===== src/logic/pfw_pkg.sv =====
// Package for the prefetchable window register bank of a PCI-to-PCI bridge.
// Assumes dword configuration accesses with active-low byte enables.
package pfw_pkg;
    // Dword offsets in configuration space
    localparam logic [7:0]  PFW_OFS_PREF_LOW   = 8'h24;
    localparam logic [7:0]  PFW_OFS_BASE_HIGH  = 8'h28;
    localparam logic [7:0]  PFW_OFS_LIMIT_HIGH = 8'h2c;
    localparam logic [7:0]  PFW_OFS_IO_HIGH    = 8'h30;
    // Field positions
    localparam int          PFW_BASE_LSB       = 4;
    localparam int          PFW_LIMIT_LSB      = 20;
    localparam int          PFW_IND_LIMIT_LSB  = 16;
    localparam int          PFW_IO_LIMIT_LSB   = 16;
    // Reset and fixed values
    localparam logic [3:0]  PFW_IND_64         = 4'h1;
    localparam logic [11:0] PFW_FIELD12_RST    = 12'h000;
    localparam logic [31:0] PFW_WORD_RST       = 32'h0000_0000;
    localparam logic [15:0] PFW_IO16_RST       = 16'h0000;
    localparam logic [19:0] PFW_LOW_ZERO       = 20'h0_0000;
    localparam logic [19:0] PFW_LOW_ONES       = 20'hf_ffff;
    localparam logic [15:0] PFW_IO_LOW_ZERO    = 16'h0000;
    localparam logic [15:0] PFW_IO_LOW_ONES    = 16'hffff;

    // One configuration access
    typedef struct packed {
        logic        wr;
        logic        rd;
        logic [7:0]  addr;
        logic [3:0]  cbe_n;
        logic [31:0] wdata;
    } pfw_cfg_t;

    // Decoded windows for the forwarding logic
    typedef struct packed {
        logic [63:0] pref_base;
        logic [63:0] pref_limit;
        logic [31:0] io_base;
        logic [31:0] io_limit;
    } pfw_win_t;
endpackage


===== src/logic/pfw_regs.sv =====
// Prefetchable memory window and upper I/O window registers of a bridge.
// Assumes the configuration target hands over single-cycle dword strobes.
// Notes on behaviour
// [RL1] Low four indicator bits read as one
// [RL2] Base field gives window bottom bits 31:20
// [RL3] Limit field gives window top bits 31:20
// [RL4] Upper base register gives bottom bits 63:32
// [RL5] Upper limit register gives top bits 63:32
// [RL6] Memory window always 1 MB granular
// [RL7] Window decides memory read/write forwarding
// [RL8] I/O base upper bits 31:16, 4 kB; the code pads bits 15:0 with zeros, so 64 kB granular
// [RL9] Software programs bases before forwarding is trusted
// [RL10] Prefetchable targets tolerate speculative extra reads
// [RL11] I/O limit upper bits 31:16, 4 kB; the code pads bits 15:0 with ones, so 64 kB granular
// [RL12] Memory hit compares all 64 bits inclusively
`timescale 1ns/1ps
`default_nettype none
module pfw_regs
    import pfw_pkg::*;
(
    input  wire logic        CLK_SYS,
    input  wire logic        ARST_N,
    input  wire logic        CFG_WR,
    input  wire logic        CFG_RD,
    input  wire logic [7:0]  CFG_ADDR,
    input  wire logic [3:0]  CFG_CBE_N,
    input  wire logic [31:0] CFG_WDATA,
    output var  logic [31:0] CFG_RDATA,
    output var  logic        CFG_RVALID,
    input  wire logic        MEM_REQ,
    input  wire logic [63:0] MEM_ADDR,
    input  wire logic        IO_REQ,
    input  wire logic [31:0] IO_ADDR,
    output var  logic        MEM_FWD,
    output var  logic        MEM_DONE,
    output var  logic        IO_FWD,
    output var  logic        IO_DONE,
    output var  logic [63:0] PREF_BASE,
    output var  logic [63:0] PREF_LIMIT
);
    pfw_cfg_t    cfg;
    pfw_win_t    win;
    logic [11:0] base_low_reg;
    logic [11:0] limit_low_reg;
    logic [31:0] base_high_reg;
    logic [31:0] limit_high_reg;
    logic [15:0] io_base_reg;
    logic [15:0] io_limit_reg;
    logic [31:0] rdata_next;
    logic [3:0]  be;

    assign cfg = '{wr: CFG_WR, rd: CFG_RD, addr: CFG_ADDR, cbe_n: CFG_CBE_N,
                   wdata: CFG_WDATA};
    assign be  = ~cfg.cbe_n;

    // Address decode per dword
    wire sel_low   = cfg.addr == PFW_OFS_PREF_LOW;
    wire sel_bhigh = cfg.addr == PFW_OFS_BASE_HIGH;
    wire sel_lhigh = cfg.addr == PFW_OFS_LIMIT_HIGH;
    wire sel_io    = cfg.addr == PFW_OFS_IO_HIGH;

    // Byte merge: a field byte changes only when its lane is enabled
    function automatic logic [31:0] merge(input logic [31:0] old_v,
                                          input logic [31:0] new_v,
                                          input logic [3:0]  lanes);
        logic [31:0] r;
        r = old_v;
        for (int i = 0; i < 4; i++) begin
            if (lanes[i]) begin
                r[i*8 +: 8] = new_v[i*8 +: 8];
            end
        end
        return r;
    endfunction

    // Current dword images, indicator nibbles constant
    wire [31:0] img_low = {limit_low_reg, PFW_IND_64, base_low_reg, PFW_IND_64}; // [RL1]
    wire [31:0] img_io  = {io_limit_reg, io_base_reg};
    wire [31:0] new_low = merge(img_low, cfg.wdata, be);
    wire [31:0] new_io  = merge(img_io, cfg.wdata, be);

    // Low dword: writable 12-bit fields, indicator bits dropped on write
    always_ff @(posedge CLK_SYS or negedge ARST_N) begin
        if (!ARST_N) begin
            base_low_reg  <= PFW_FIELD12_RST;
            limit_low_reg <= PFW_FIELD12_RST;
        end else if (cfg.wr && sel_low) begin
            base_low_reg  <= new_low[PFW_BASE_LSB +: 12];   // [RL2]
            limit_low_reg <= new_low[PFW_LIMIT_LSB +: 12];  // [RL3]
        end
    end

    // Upper 32-bit halves, fully writable per byte
    always_ff @(posedge CLK_SYS or negedge ARST_N) begin
        if (!ARST_N) begin
            base_high_reg  <= PFW_WORD_RST;
            limit_high_reg <= PFW_WORD_RST;
        end else begin
            if (cfg.wr && sel_bhigh) begin
                base_high_reg <= merge(base_high_reg, cfg.wdata, be);   // [RL4]
            end
            if (cfg.wr && sel_lhigh) begin
                limit_high_reg <= merge(limit_high_reg, cfg.wdata, be); // [RL5]
            end
        end
    end

    // Upper I/O base and limit halves
    always_ff @(posedge CLK_SYS or negedge ARST_N) begin
        if (!ARST_N) begin
            io_base_reg  <= PFW_IO16_RST;
            io_limit_reg <= PFW_IO16_RST;
        end else if (cfg.wr && sel_io) begin
            io_base_reg  <= new_io[15:0];                      // [RL8]
            io_limit_reg <= new_io[PFW_IO_LIMIT_LSB +: 16];    // [RL11]
        end
    end

    // Read mux; unmapped offsets in this bank read zero
    assign rdata_next = sel_low   ? img_low :
                        sel_bhigh ? base_high_reg :
                        sel_lhigh ? limit_high_reg :
                        sel_io    ? img_io : PFW_WORD_RST;

    // Read data registered, valid one cycle after the strobe
    always_ff @(posedge CLK_SYS or negedge ARST_N) begin
        if (!ARST_N) begin
            CFG_RDATA  <= PFW_WORD_RST;
            CFG_RVALID <= 1'b0;
        end else begin
            CFG_RVALID <= cfg.rd;
            if (cfg.rd) begin
                CFG_RDATA <= rdata_next;
            end
        end
    end

    // Window bounds; low bits padded so any write stays 1 MB granular for memory, 64 kB for I/O
    assign win.pref_base  = {base_high_reg, base_low_reg, PFW_LOW_ZERO};   // [RL2] [RL4] [RL6]
    assign win.pref_limit = {limit_high_reg, limit_low_reg, PFW_LOW_ONES}; // [RL3] [RL5] [RL6]
    assign win.io_base    = {io_base_reg, PFW_IO_LOW_ZERO};                // [RL8]
    assign win.io_limit   = {io_limit_reg, PFW_IO_LOW_ONES};               // [RL11]

    // Full-width inclusive compares (64-bit memory, 32-bit I/O); no forwarding for an empty window
    wire mem_hit = (MEM_ADDR >= win.pref_base) && (MEM_ADDR <= win.pref_limit); // [RL12]
    wire io_hit  = (IO_ADDR >= win.io_base) && (IO_ADDR <= win.io_limit);

    // Forward decisions registered; cost one cycle, keeps outputs glitch free
    always_ff @(posedge CLK_SYS or negedge ARST_N) begin
        if (!ARST_N) begin
            MEM_FWD    <= 1'b0;
            MEM_DONE   <= 1'b0;
            IO_FWD     <= 1'b0;
            IO_DONE    <= 1'b0;
            PREF_BASE  <= {PFW_WORD_RST, PFW_WORD_RST};
            PREF_LIMIT <= {PFW_WORD_RST, PFW_WORD_RST};
        end else begin
            MEM_DONE   <= MEM_REQ;
            MEM_FWD    <= MEM_REQ && mem_hit;  // [RL7]
            IO_DONE    <= IO_REQ;
            IO_FWD     <= IO_REQ && io_hit;
            PREF_BASE  <= win.pref_base;
            PREF_LIMIT <= win.pref_limit;
        end
    end

    // Checks
    a_ind_base_one: assert property (@(posedge CLK_SYS) disable iff (!ARST_N) // [RL1]
        CFG_RD && sel_low |=> CFG_RDATA[3:0] == 4'h1 && CFG_RDATA[19:16] == 4'h1)
        else $error("indicator nibble not one");
    // Looked at one edge on; the registered bounds still hold reset zeros at release
    a_base_mb_align: assert property (@(posedge CLK_SYS) disable iff (!ARST_N) // [RL6]
        1'b1 |=> PREF_BASE[19:0] == 20'h0_0000 && PREF_LIMIT[19:0] == 20'hf_ffff)
        else $error("window not 1 MB granular");
    a_base_field_wr: assert property (@(posedge CLK_SYS) disable iff (!ARST_N) // [RL2]
        CFG_WR && sel_low && !CFG_CBE_N[0] && !CFG_CBE_N[1]
        |=> ##1 PREF_BASE[31:20] == $past(CFG_WDATA[15:4], 2))
        else $error("base field write lost");
    a_limit_field_wr: assert property (@(posedge CLK_SYS) disable iff (!ARST_N) // [RL3]
        CFG_WR && sel_low && !CFG_CBE_N[2] && !CFG_CBE_N[3]
        |=> ##1 PREF_LIMIT[31:20] == $past(CFG_WDATA[31:20], 2))
        else $error("limit field write lost");
    a_base_high_wr: assert property (@(posedge CLK_SYS) disable iff (!ARST_N) // [RL4]
        CFG_WR && sel_bhigh && CFG_CBE_N == 4'h0
        |=> ##1 PREF_BASE[63:32] == $past(CFG_WDATA, 2))
        else $error("upper base write lost");
    a_limit_high_wr: assert property (@(posedge CLK_SYS) disable iff (!ARST_N) // [RL5]
        CFG_WR && sel_lhigh && CFG_CBE_N == 4'h0
        |=> ##1 PREF_LIMIT[63:32] == $past(CFG_WDATA, 2))
        else $error("upper limit write lost");
    a_mem_fwd_hit: assert property (@(posedge CLK_SYS) disable iff (!ARST_N) // [RL7]
        MEM_REQ && !CFG_WR |=> MEM_DONE && MEM_FWD == (($past(MEM_ADDR) >= PREF_BASE)
        && ($past(MEM_ADDR) <= PREF_LIMIT)))
        else $error("memory forward decision wrong");
    a_mem_no_req: assert property (@(posedge CLK_SYS) disable iff (!ARST_N) // [RL12]
        !MEM_REQ |=> !MEM_FWD && !MEM_DONE)
        else $error("forward without request");
    a_io_base_wr: assert property (@(posedge CLK_SYS) disable iff (!ARST_N) // [RL8]
        CFG_WR && sel_io && CFG_CBE_N[1:0] == 2'h0 |=> io_base_reg == $past(CFG_WDATA[15:0]))
        else $error("io base write lost");
    a_io_limit_wr: assert property (@(posedge CLK_SYS) disable iff (!ARST_N) // [RL11]
        CFG_WR && sel_io && CFG_CBE_N[3:2] == 2'h0
        |=> io_limit_reg == $past(CFG_WDATA[31:16]))
        else $error("io limit write lost");

    // Disabled lanes leave the base field alone
    a_base_lane_keep: assert property (@(posedge CLK_SYS) disable iff (!ARST_N) // [RL2]
        CFG_WR && sel_low && CFG_CBE_N[1:0] == 2'h3 |=> $stable(base_low_reg))
        else $error("base field changed with lanes off");

    // Disabled lanes leave the limit field alone
    a_limit_lane_keep: assert property (@(posedge CLK_SYS) disable iff (!ARST_N) // [RL3]
        CFG_WR && sel_low && CFG_CBE_N[3:2] == 2'h3 |=> $stable(limit_low_reg))
        else $error("limit field changed with lanes off");

    // Base field reads back in place
    a_base_read_back: assert property (@(posedge CLK_SYS) disable iff (!ARST_N) // [RL2]
        CFG_RD && sel_low |=> CFG_RDATA[15:4] == $past(base_low_reg))
        else $error("base field read back wrong");

    // Limit field reads back in place
    a_limit_read_back: assert property (@(posedge CLK_SYS) disable iff (!ARST_N) // [RL3]
        CFG_RD && sel_low |=> CFG_RDATA[31:20] == $past(limit_low_reg))
        else $error("limit field read back wrong");

    // Upper base reads back whole
    a_bhigh_read_back: assert property (@(posedge CLK_SYS) disable iff (!ARST_N) // [RL4]
        CFG_RD && sel_bhigh |=> CFG_RDATA == $past(base_high_reg))
        else $error("upper base read back wrong");

    // Upper base holds without a write to it
    a_bhigh_hold: assert property (@(posedge CLK_SYS) disable iff (!ARST_N) // [RL4]
        !(CFG_WR && sel_bhigh) |=> $stable(base_high_reg))
        else $error("upper base changed without write");

    // Upper limit reads back whole
    a_lhigh_read_back: assert property (@(posedge CLK_SYS) disable iff (!ARST_N) // [RL5]
        CFG_RD && sel_lhigh |=> CFG_RDATA == $past(limit_high_reg))
        else $error("upper limit read back wrong");

    // Upper limit holds without a write to it
    a_lhigh_hold: assert property (@(posedge CLK_SYS) disable iff (!ARST_N) // [RL5]
        !(CFG_WR && sel_lhigh) |=> $stable(limit_high_reg))
        else $error("upper limit changed without write");

    // Bounds track the live fields one cycle later, pads fixed
    a_win_track: assert property (@(posedge CLK_SYS) disable iff (!ARST_N) // [RL6]
        1'b1 |=> PREF_BASE == {$past(base_high_reg), $past(base_low_reg), 20'h0_0000}
        && PREF_LIMIT == {$past(limit_high_reg), $past(limit_low_reg), 20'hf_ffff})
        else $error("window bounds not tracking fields");

    // Every memory lookup is answered next cycle
    a_mem_done_next: assert property (@(posedge CLK_SYS) disable iff (!ARST_N) // [RL7]
        MEM_REQ |=> MEM_DONE)
        else $error("memory lookup not answered");

    // A forward never comes without its answer
    a_fwd_with_done: assert property (@(posedge CLK_SYS) disable iff (!ARST_N) // [RL7]
        MEM_FWD |-> MEM_DONE)
        else $error("forward without answer");

    // An inverted window must never forward
    a_empty_no_fwd: assert property (@(posedge CLK_SYS) disable iff (!ARST_N) // [RL12]
        MEM_REQ && (win.pref_base > win.pref_limit) |=> !MEM_FWD)
        else $error("empty window forwarded");

    // I/O decision against the live 32-bit bounds
    a_io_fwd_hit: assert property (@(posedge CLK_SYS) disable iff (!ARST_N) // [RL8]
        IO_REQ |=> IO_DONE && IO_FWD == (($past(IO_ADDR) >= {$past(io_base_reg), 16'h0000})
        && ($past(IO_ADDR) <= {$past(io_limit_reg), 16'hffff})))
        else $error("io forward decision wrong");

    // No I/O answer without a request
    a_io_no_req: assert property (@(posedge CLK_SYS) disable iff (!ARST_N) // [RL11]
        !IO_REQ |=> !IO_FWD && !IO_DONE)
        else $error("io forward without request");

    // I/O base half reads back in place
    a_io_base_read: assert property (@(posedge CLK_SYS) disable iff (!ARST_N) // [RL8]
        CFG_RD && sel_io |=> CFG_RDATA[15:0] == $past(io_base_reg))
        else $error("io base read back wrong");

    // I/O limit half reads back in place
    a_io_limit_read: assert property (@(posedge CLK_SYS) disable iff (!ARST_N) // [RL11]
        CFG_RD && sel_io |=> CFG_RDATA[31:16] == $past(io_limit_reg))
        else $error("io limit read back wrong");

    // Indicators are only seen through a valid read, so valid must follow the strobe
    a_rvalid_follow: assert property (@(posedge CLK_SYS) disable iff (!ARST_N) // [RL1]
        1'b1 |=> CFG_RVALID == $past(CFG_RD))
        else $error("read valid not following strobe");

    // Field positions checked at elaboration; a moved slice breaks the dword images
    if (PFW_BASE_LSB + 12 > PFW_LIMIT_LSB - 4) begin : g_bad_base_pos
        $error("base field overlaps limit indicator");
    end
    if (PFW_LIMIT_LSB + 12 != 32) begin : g_bad_limit_pos
        $error("limit field must end at bit 31");
    end
    if (PFW_IO_LIMIT_LSB + 16 != 32) begin : g_bad_io_pos
        $error("io limit field must end at bit 31");
    end
    if ($bits(PFW_LOW_ZERO) + 12 != 32) begin : g_bad_pad
        $error("memory pad must leave 12 field bits");
    end
endmodule // pfw_regs
`default_nettype wire


===== config.mk =====
export PLATFORM = sky130hd
export DESIGN_NAME = pfw_regs
export DESIGN_NICKNAME = d
export VERILOG_FILES = /design/src/logic/pfw_pkg.sv /design/src/logic/pfw_regs.sv
export SDC_FILE = /design/constraint.sdc
export NUM_CORES = 1
export LEC_CHECK = 0
export ABC_AREA = 0
export CORE_ASPECT_RATIO = 0.75
export CORE_UTILIZATION = 25
export CTS_CLUSTER_SIZE = 30
export DETAILED_ROUTE_END_ITERATION = 8
export DONT_BUFFER_PORTS = 1
export PLACE_DENSITY = 0.47
export SETUP_SLACK_MARGIN = 0.15
export SLEW_MARGIN = 30
export SYNTH_ARGS = -nofsm -noshare
export SYNTH_HDL_FRONTEND = slang
export SYNTH_SLANG_ARGS = --single-unit
export TNS_END_PERCENT = 10

===== constraint.sdc =====
create_clock -name CLK_SYS -period 3.96 [get_ports CLK_SYS]
set_clock_uncertainty 0.15 [all_clocks]
set_input_delay 0.396 -clock CLK_SYS [delete_from_list [all_inputs] [get_ports CLK_SYS]]
set_output_delay 0.396 -clock CLK_SYS [all_outputs]
set_load 0.05 [all_outputs]

==> impl_metrics.tcl, run 1 <==
set metrics [dict create \
    cts_tree "yes" \
    dp_hpwl_um 32510 \
    cts_resized 0 \
    final_common_cell "dfrtp_1" \
    status "finished with violations" \
    path_class "reg -> reg" \
    cts_hold_buf 36 \
    die-area_sq_mm 0.04849 \
    yosys_register_bits 246 \
    grt_pass1_vias 8420 \
    path_cells "inv_1 -> ha_1 -> or4b_1 -> nor4_1 -> nand3_1 -> a21oi_1 -> o311a_1 -> o21ai_1 -> a221oi_2" \
    worst_pin_slew_ns 0.8365 \
    io_pins 311 \
    slowest_delay_ns 0.61 \
    p_leak_nw 6.514 \
    final_hold_viol_count 246 \
    crit_slowest_cell "nor4_1" \
    route.detailed.drc 0 \
    final_antenna_net_count 0 \
    rsz0062_at_grt "false" \
    fin_nets 1367 \
    cts-root-buf "clkbuf_16" \
    synth_ff_type "dfrtp_1" \
    fp-row-count 68 \
    synth.avg_cell_area_sq_um 11.11 \
    antenna_found_initial 4 \
    io_buffers 0 \
    synth.area.top_cells "dfrtp_1 52%, ha_1 13%, mux2_1 8.4%" \
    top_regs "PREF_LIMIT x45, PREF_BASE x44" \
    totalNegativeSetupSlack_ns 0 \
    clock_latency_ns 0.56 \
    netlist.area_leader.share 0.5172 \
    drv_slew 0 \
    start_util 0.2562 \
    grt_max_degree 247 \
    crit_family "simple AND/OR/NAND/NOR gates" \
    crit_buf_inv 1 \
    die-width_um 253.9 \
    cts_max_level 1 \
    ys.warnings.count 0 \
    startpoint_type "flip-flop" \
    layout_common_cells "245 x dfrtp_1, 124 x inv_1, 120 x ha_1" \
    drv_cap 0 \
    grt_use_total 0.1719 \
    p_per_area_mw_per_mm2 447.3 \
    clock_sinks 246 \
    core-area_sq_mm 0.04645 \
    via_per_inst 4.657 \
    firstDrtPassIters 8 \
    ir_drop_mv 0.2638 \
    place_congestion 0.8198 \
    routedWlPerCell_um 23.89 \
    cts.path.max_buffers 3 \
    regMostFlops "PREF_LIMIT" \
    worstPathMaxFanout 4 \
    fin_crit_ns 3.433 \
    syn_inst 1071 \
    cts_setup_buffers 0 \
    max_freq_ghz 0.2913 \
    grt_pass1_wl_um 59890 \
    numCtsBuffers 28 \
    synth_enable_flop_cells 0 \
    syn_area_sq_mm 0.01190 \
    hold-worst-slack_ns -0.6068 \
    ys_seq_area_frac 0.5172 \
    synth.largest_area_cell "dfrtp_1" \
    yosysUniqueCellTypes 41 \
    wl_um 41970 \
    final-setup-viol-count 0 \
    dieHeight_um 191.0 \
    routed-via-count 8183 \
    cp_data_required_time_ns 4.27 \
    min_path_type "in -> async" \
    violations "hold timing" \
    maxSlewHeadroom 0.4372 \
    async_flop_share 1.000 \
    cp.arrival_ns 3.74 \
    clk_pin_slew_ns 0.06 \
    drive_gt1_frac 0.06233 \
    end_kind "flip-flop" \
    largest_register_ffs 45 \
    grt-ovfl-total 0 \
    drt-initial-drc-count 558 \
    fillers 4799 \
    syn_to_final_growth_pct 17.01 \
    period_share 0.8668 \
]
logic make-up after synthesis:
family / after synthesis / synth area share
flops: 246 / 0.5172
fa+ha+maj: 120 / 0.1262
compound gates: 194 / 0.1065
mux: 89 / 0.08421
simple gates: 225 / 0.08957
buf+inv: 195 / 0.07569
other cells: 2 / 0.0006310
stage by stage:
stage          power (mW)  area [sq um]  setup WS [ns]  instances  utilization
6_report            6.229         13930         0.5273       1757       0.2998
5_1_grt             6.496         13930         0.4970       1757       0.2998
4_1_cts             6.327         13920         0.6768       1753       0.2996
3_5_place_dp        3.294         12500         0.6930       1665       0.2692
3_3_place_gp        3.282         12500         0.6548       1665       0.2690
2_1_floorplan       3.199         11970          1.714       1090            -
routing by layer:
metal | GRT usage | routed length [um]
met4 | 0.03684 | 790
met5 | 0 | 33
met3 | 0.06658 | 4058
met1 | 0.2304 | 18790
met2 | 0.2607 | 18300
power breakdown:
group | internal (mW) | total (mW) | switching (mW)
clock | 1.78 | 2.92 | 1.14
combinational | 0.164 | 0.440 | 0.276
sequential | 2.60 | 2.87 | 0.268
worst reg2reg max path, cell delays in order, from the launching register on:
cell and delay [ns]:
dfrtp_1 0.42, inv_1 0.07, ha_1 0.37, or4b_1 0.46, nor4_1 0.61, nand3_1 0.20
a21oi_1 0.41, o311a_1 0.27, o21ai_1 0.08, a221oi_2 0.31
cell type report:
type / instances / area [sq um] / share of cell area
multi-input cells: 649 / 4926 / 0.3537
clock inverters: 17 / 265.3 / 0.01905
clock buffers: 35 / 768.2 / 0.05517
well taps: 630 / 788.3 / 0.05660
repair buffers: 52 / 543.0 / 0.03899
diodes: 4 / 10.01 / 0.0007188
inverters: 124 / 465.4 / 0.03342
flip-flops and latches: 246 / 6160 / 0.4423
Yosys cell counts (2+ instances only):
library cell  count
a21oi_1          51
inv_1           124
a221oi_1          5
nand2_1          93
nor4b_1           2
dfrtp_1         246
conb_1            2
and2_1            9
and3_1            3
nand3_1          11
buf_2            18
o21ai_0          15
buf_4            39
mux2_1           89
o21a_1            2
nor2_1           44
a211oi_1          5
or4_1             3
a31oi_1          27
ha_1            120
clkbuf_1         13
o21ai_1          34
nor2b_1           7
a222oi_1         30
nor4_1           11
a21o_1           18
nand4_1          32
nor3_1            5
path summary, 6_finish.rpt:
check	from	to	slack [ns]	depth (start not counted)
worst max-delay path	base_low_reg[2]$_DFFE_PN0P_	MEM_FWD$_DFF_PN0_	0.53	9
worst min-delay path	ARST_N	PREF_LIMIT[56]$_DFF_PN0_	-0.61	0
worst max register to register	base_low_reg[2]$_DFFE_PN0P_	MEM_FWD$_DFF_PN0_	0.53	9
worst min register to register	base_high_reg[27]$_DFFE_PN0P_	PREF_BASE[59]$_DFF_PN0_	0.28	0
max in group asynchronous	ARST_N	io_base_reg[3]$_DFFE_PN0P_	3.91	0
min in group CLK_SYS	MEM_ADDR[8]	MEM_FWD$_DFF_PN0_	0.07	4
Note: power is estimated with default switching activity, not from simulation.
==> run 2, diff against run 1 <==
- PLACE_DENSITY: 0.47 -> 0.45
==> impl_metrics.tcl, run 2 (synthesized netlist as in run 1, its figures left out) <==
set metrics [dict create \
    status "finished with violations" \
    violations "hold timing" \
    p_leak_nw 6.491 \
    layoutNonFillerInstCount 1751 \
    grt_max_degree 247 \
    grt_pass1_vias 8416 \
    route.detailed.drc 0 \
    cp.arrival_ns 3.26 \
    hold-worst-slack_ns -0.6037 \
    layout_common_cells "245 x dfrtp_1, 124 x inv_1, 120 x ha_1" \
    dp.cells 1662 \
    worst_pin_slew_ns 0.7587 \
    fillers 4861 \
    dpl_cell_area_sq_mm 0.01246 \
    final-setup-viol-count 0 \
    io_buffers 0 \
    grt_use_total 0.1709 \
    worstPathMaxFanout 4 \
    final_antenna_net_count 0 \
    fin_nets 1366 \
    grt_pass1_wl_um 59890 \
    end_kind "flip-flop" \
    clock_latency_ns 0.56 \
    cts_max_level 1 \
    cts_hold_buf 37 \
    top_regs "PREF_LIMIT x45, PREF_BASE x44" \
    firstDrtPassIters 6 \
    cts.path.max_buffers 3 \
    totalNegativeSetupSlack_ns 0 \
    antenna_found_initial 1 \
    final_area_sq_mm 0.01382 \
    routed-via-count 8128 \
    startpoint_type "flip-flop" \
    place_congestion 0.8320 \
    crit_buf_inv 1 \
    largest_register_ffs 45 \
    regMostFlops "PREF_LIMIT" \
    drive_gt1_frac 0.05977 \
    crit_slowest_cell "or4b_1" \
    fin_crit_ns 2.945 \
    io_pins 311 \
    final_common_cell "dfrtp_1" \
    drt-initial-drc-count 549 \
    grt-ovfl-total 0 \
    wl_um 41320 \
    syn_to_final_growth_pct 16.12 \
    cts_setup_buffers 0 \
    final_hold_viol_count 246 \
    ir_drop_mv 0.2608 \
    cts_tree "yes" \
    dp_hpwl_um 32340 \
    min_path_type "in -> async" \
    cts-root-buf "clkbuf_16" \
    clk_pin_slew_ns 0.06 \
    start_util 0.2562 \
    p_per_area_mw_per_mm2 437.3 \
    dieHeight_um 191.0 \
    drv_slew 0 \
    routedWlPerCell_um 23.60 \
    maxSlewHeadroom 0.4942 \
    place_ws_ns 0.8642 \
    path_class "reg -> reg" \
    rsz0062_at_grt "false" \
    cp_data_required_time_ns 4.27 \
    die-area_sq_mm 0.04849 \
    drv_cap 0 \
    clock_sinks 246 \
    fp-row-count 68 \
    die-width_um 253.9 \
    antennaDiodeCount 0 \
    numCtsBuffers 29 \
    via_per_inst 4.642 \
    fin_ws_ns 1.015 \
    period_share 0.7436 \
    slowest_delay_ns 0.46 \
    core-area_sq_mm 0.04645 \
    max_freq_ghz 0.3396 \
    path_cells "inv_1 -> ha_1 -> or4b_1 -> nor4_1 -> nand3_1 -> a21oi_1 -> o311a_1 -> o21ai_1 -> a221oi_2" \
    crit_family "simple AND/OR/NAND/NOR gates" \
]
-- run 2: metrics by stage --
stage,utilization,hold WS [ns],total power [mW]
2_1_floorplan,-,-0.04959,3.199
3_3_place_gp,0.2683,-0.03968,3.280
3_5_place_dp,0.2683,-0.03616,3.291
4_1_cts,0.2975,-0.6410,6.129
5_1_grt,0.2975,-0.6387,6.293
6_report,0.2975,-0.6037,6.044
-- run 2: path summary, 6_finish.rpt --
path	startpoint	slack, ns	cells past startpoint	to
worst max register to register	base_low_reg[2]$_DFFE_PN0P_	1.02	9	MEM_FWD$_DFF_PN0_
worst max-delay path	base_low_reg[2]$_DFFE_PN0P_	1.02	9	MEM_FWD$_DFF_PN0_
min in group CLK_SYS	IO_REQ	0.03	3	IO_FWD$_DFF_PN0_
max in group asynchronous	ARST_N	3.94	0	io_base_reg[1]$_DFFE_PN0P_
worst min register to register	limit_high_reg[12]$_DFFE_PN0P_	0.28	0	PREF_LIMIT[44]$_DFF_PN0_
worst min-delay path	ARST_N	-0.60	0	CFG_RDATA[25]$_DFFE_PN0P_
-- run 2: per-layer routing --
layer  wire length, um  part of all wire  GRT usage  vias to the layer above
li1                  -                 -          -                     3807
met1             18240              0.44     0.2282                     4008
met2             18810              0.46     0.2719                      280
met3              3701             0.090    0.05719                       33
met4               568             0.014    0.02595                        0
met5                 0                 0          0                        -
-- run 2: layout make-up --
cell class              instances  area, sq um  area share
clock buffers                  37        805.8     0.05831
clock inverters                15        162.7     0.01177
inverters                     124        465.4     0.03368
multi-input cells             649         4920      0.3560
flip-flops and latches        246         6160      0.4457
well taps                     630        788.3     0.05704
repair buffers                 50        518.0     0.03748
-- run 2: report_power, final --
group          switching (mW)  internal, mW
registers               0.268          2.60
clock network            1.11          1.63
logic                   0.270         0.163
-- run 2: what timing repair did --
item | in CTS | in global routing
setup endpoints to repair | 0 | 0
resized for setup | 0 | 0
endpoints found under the hold margin | 402 | 246
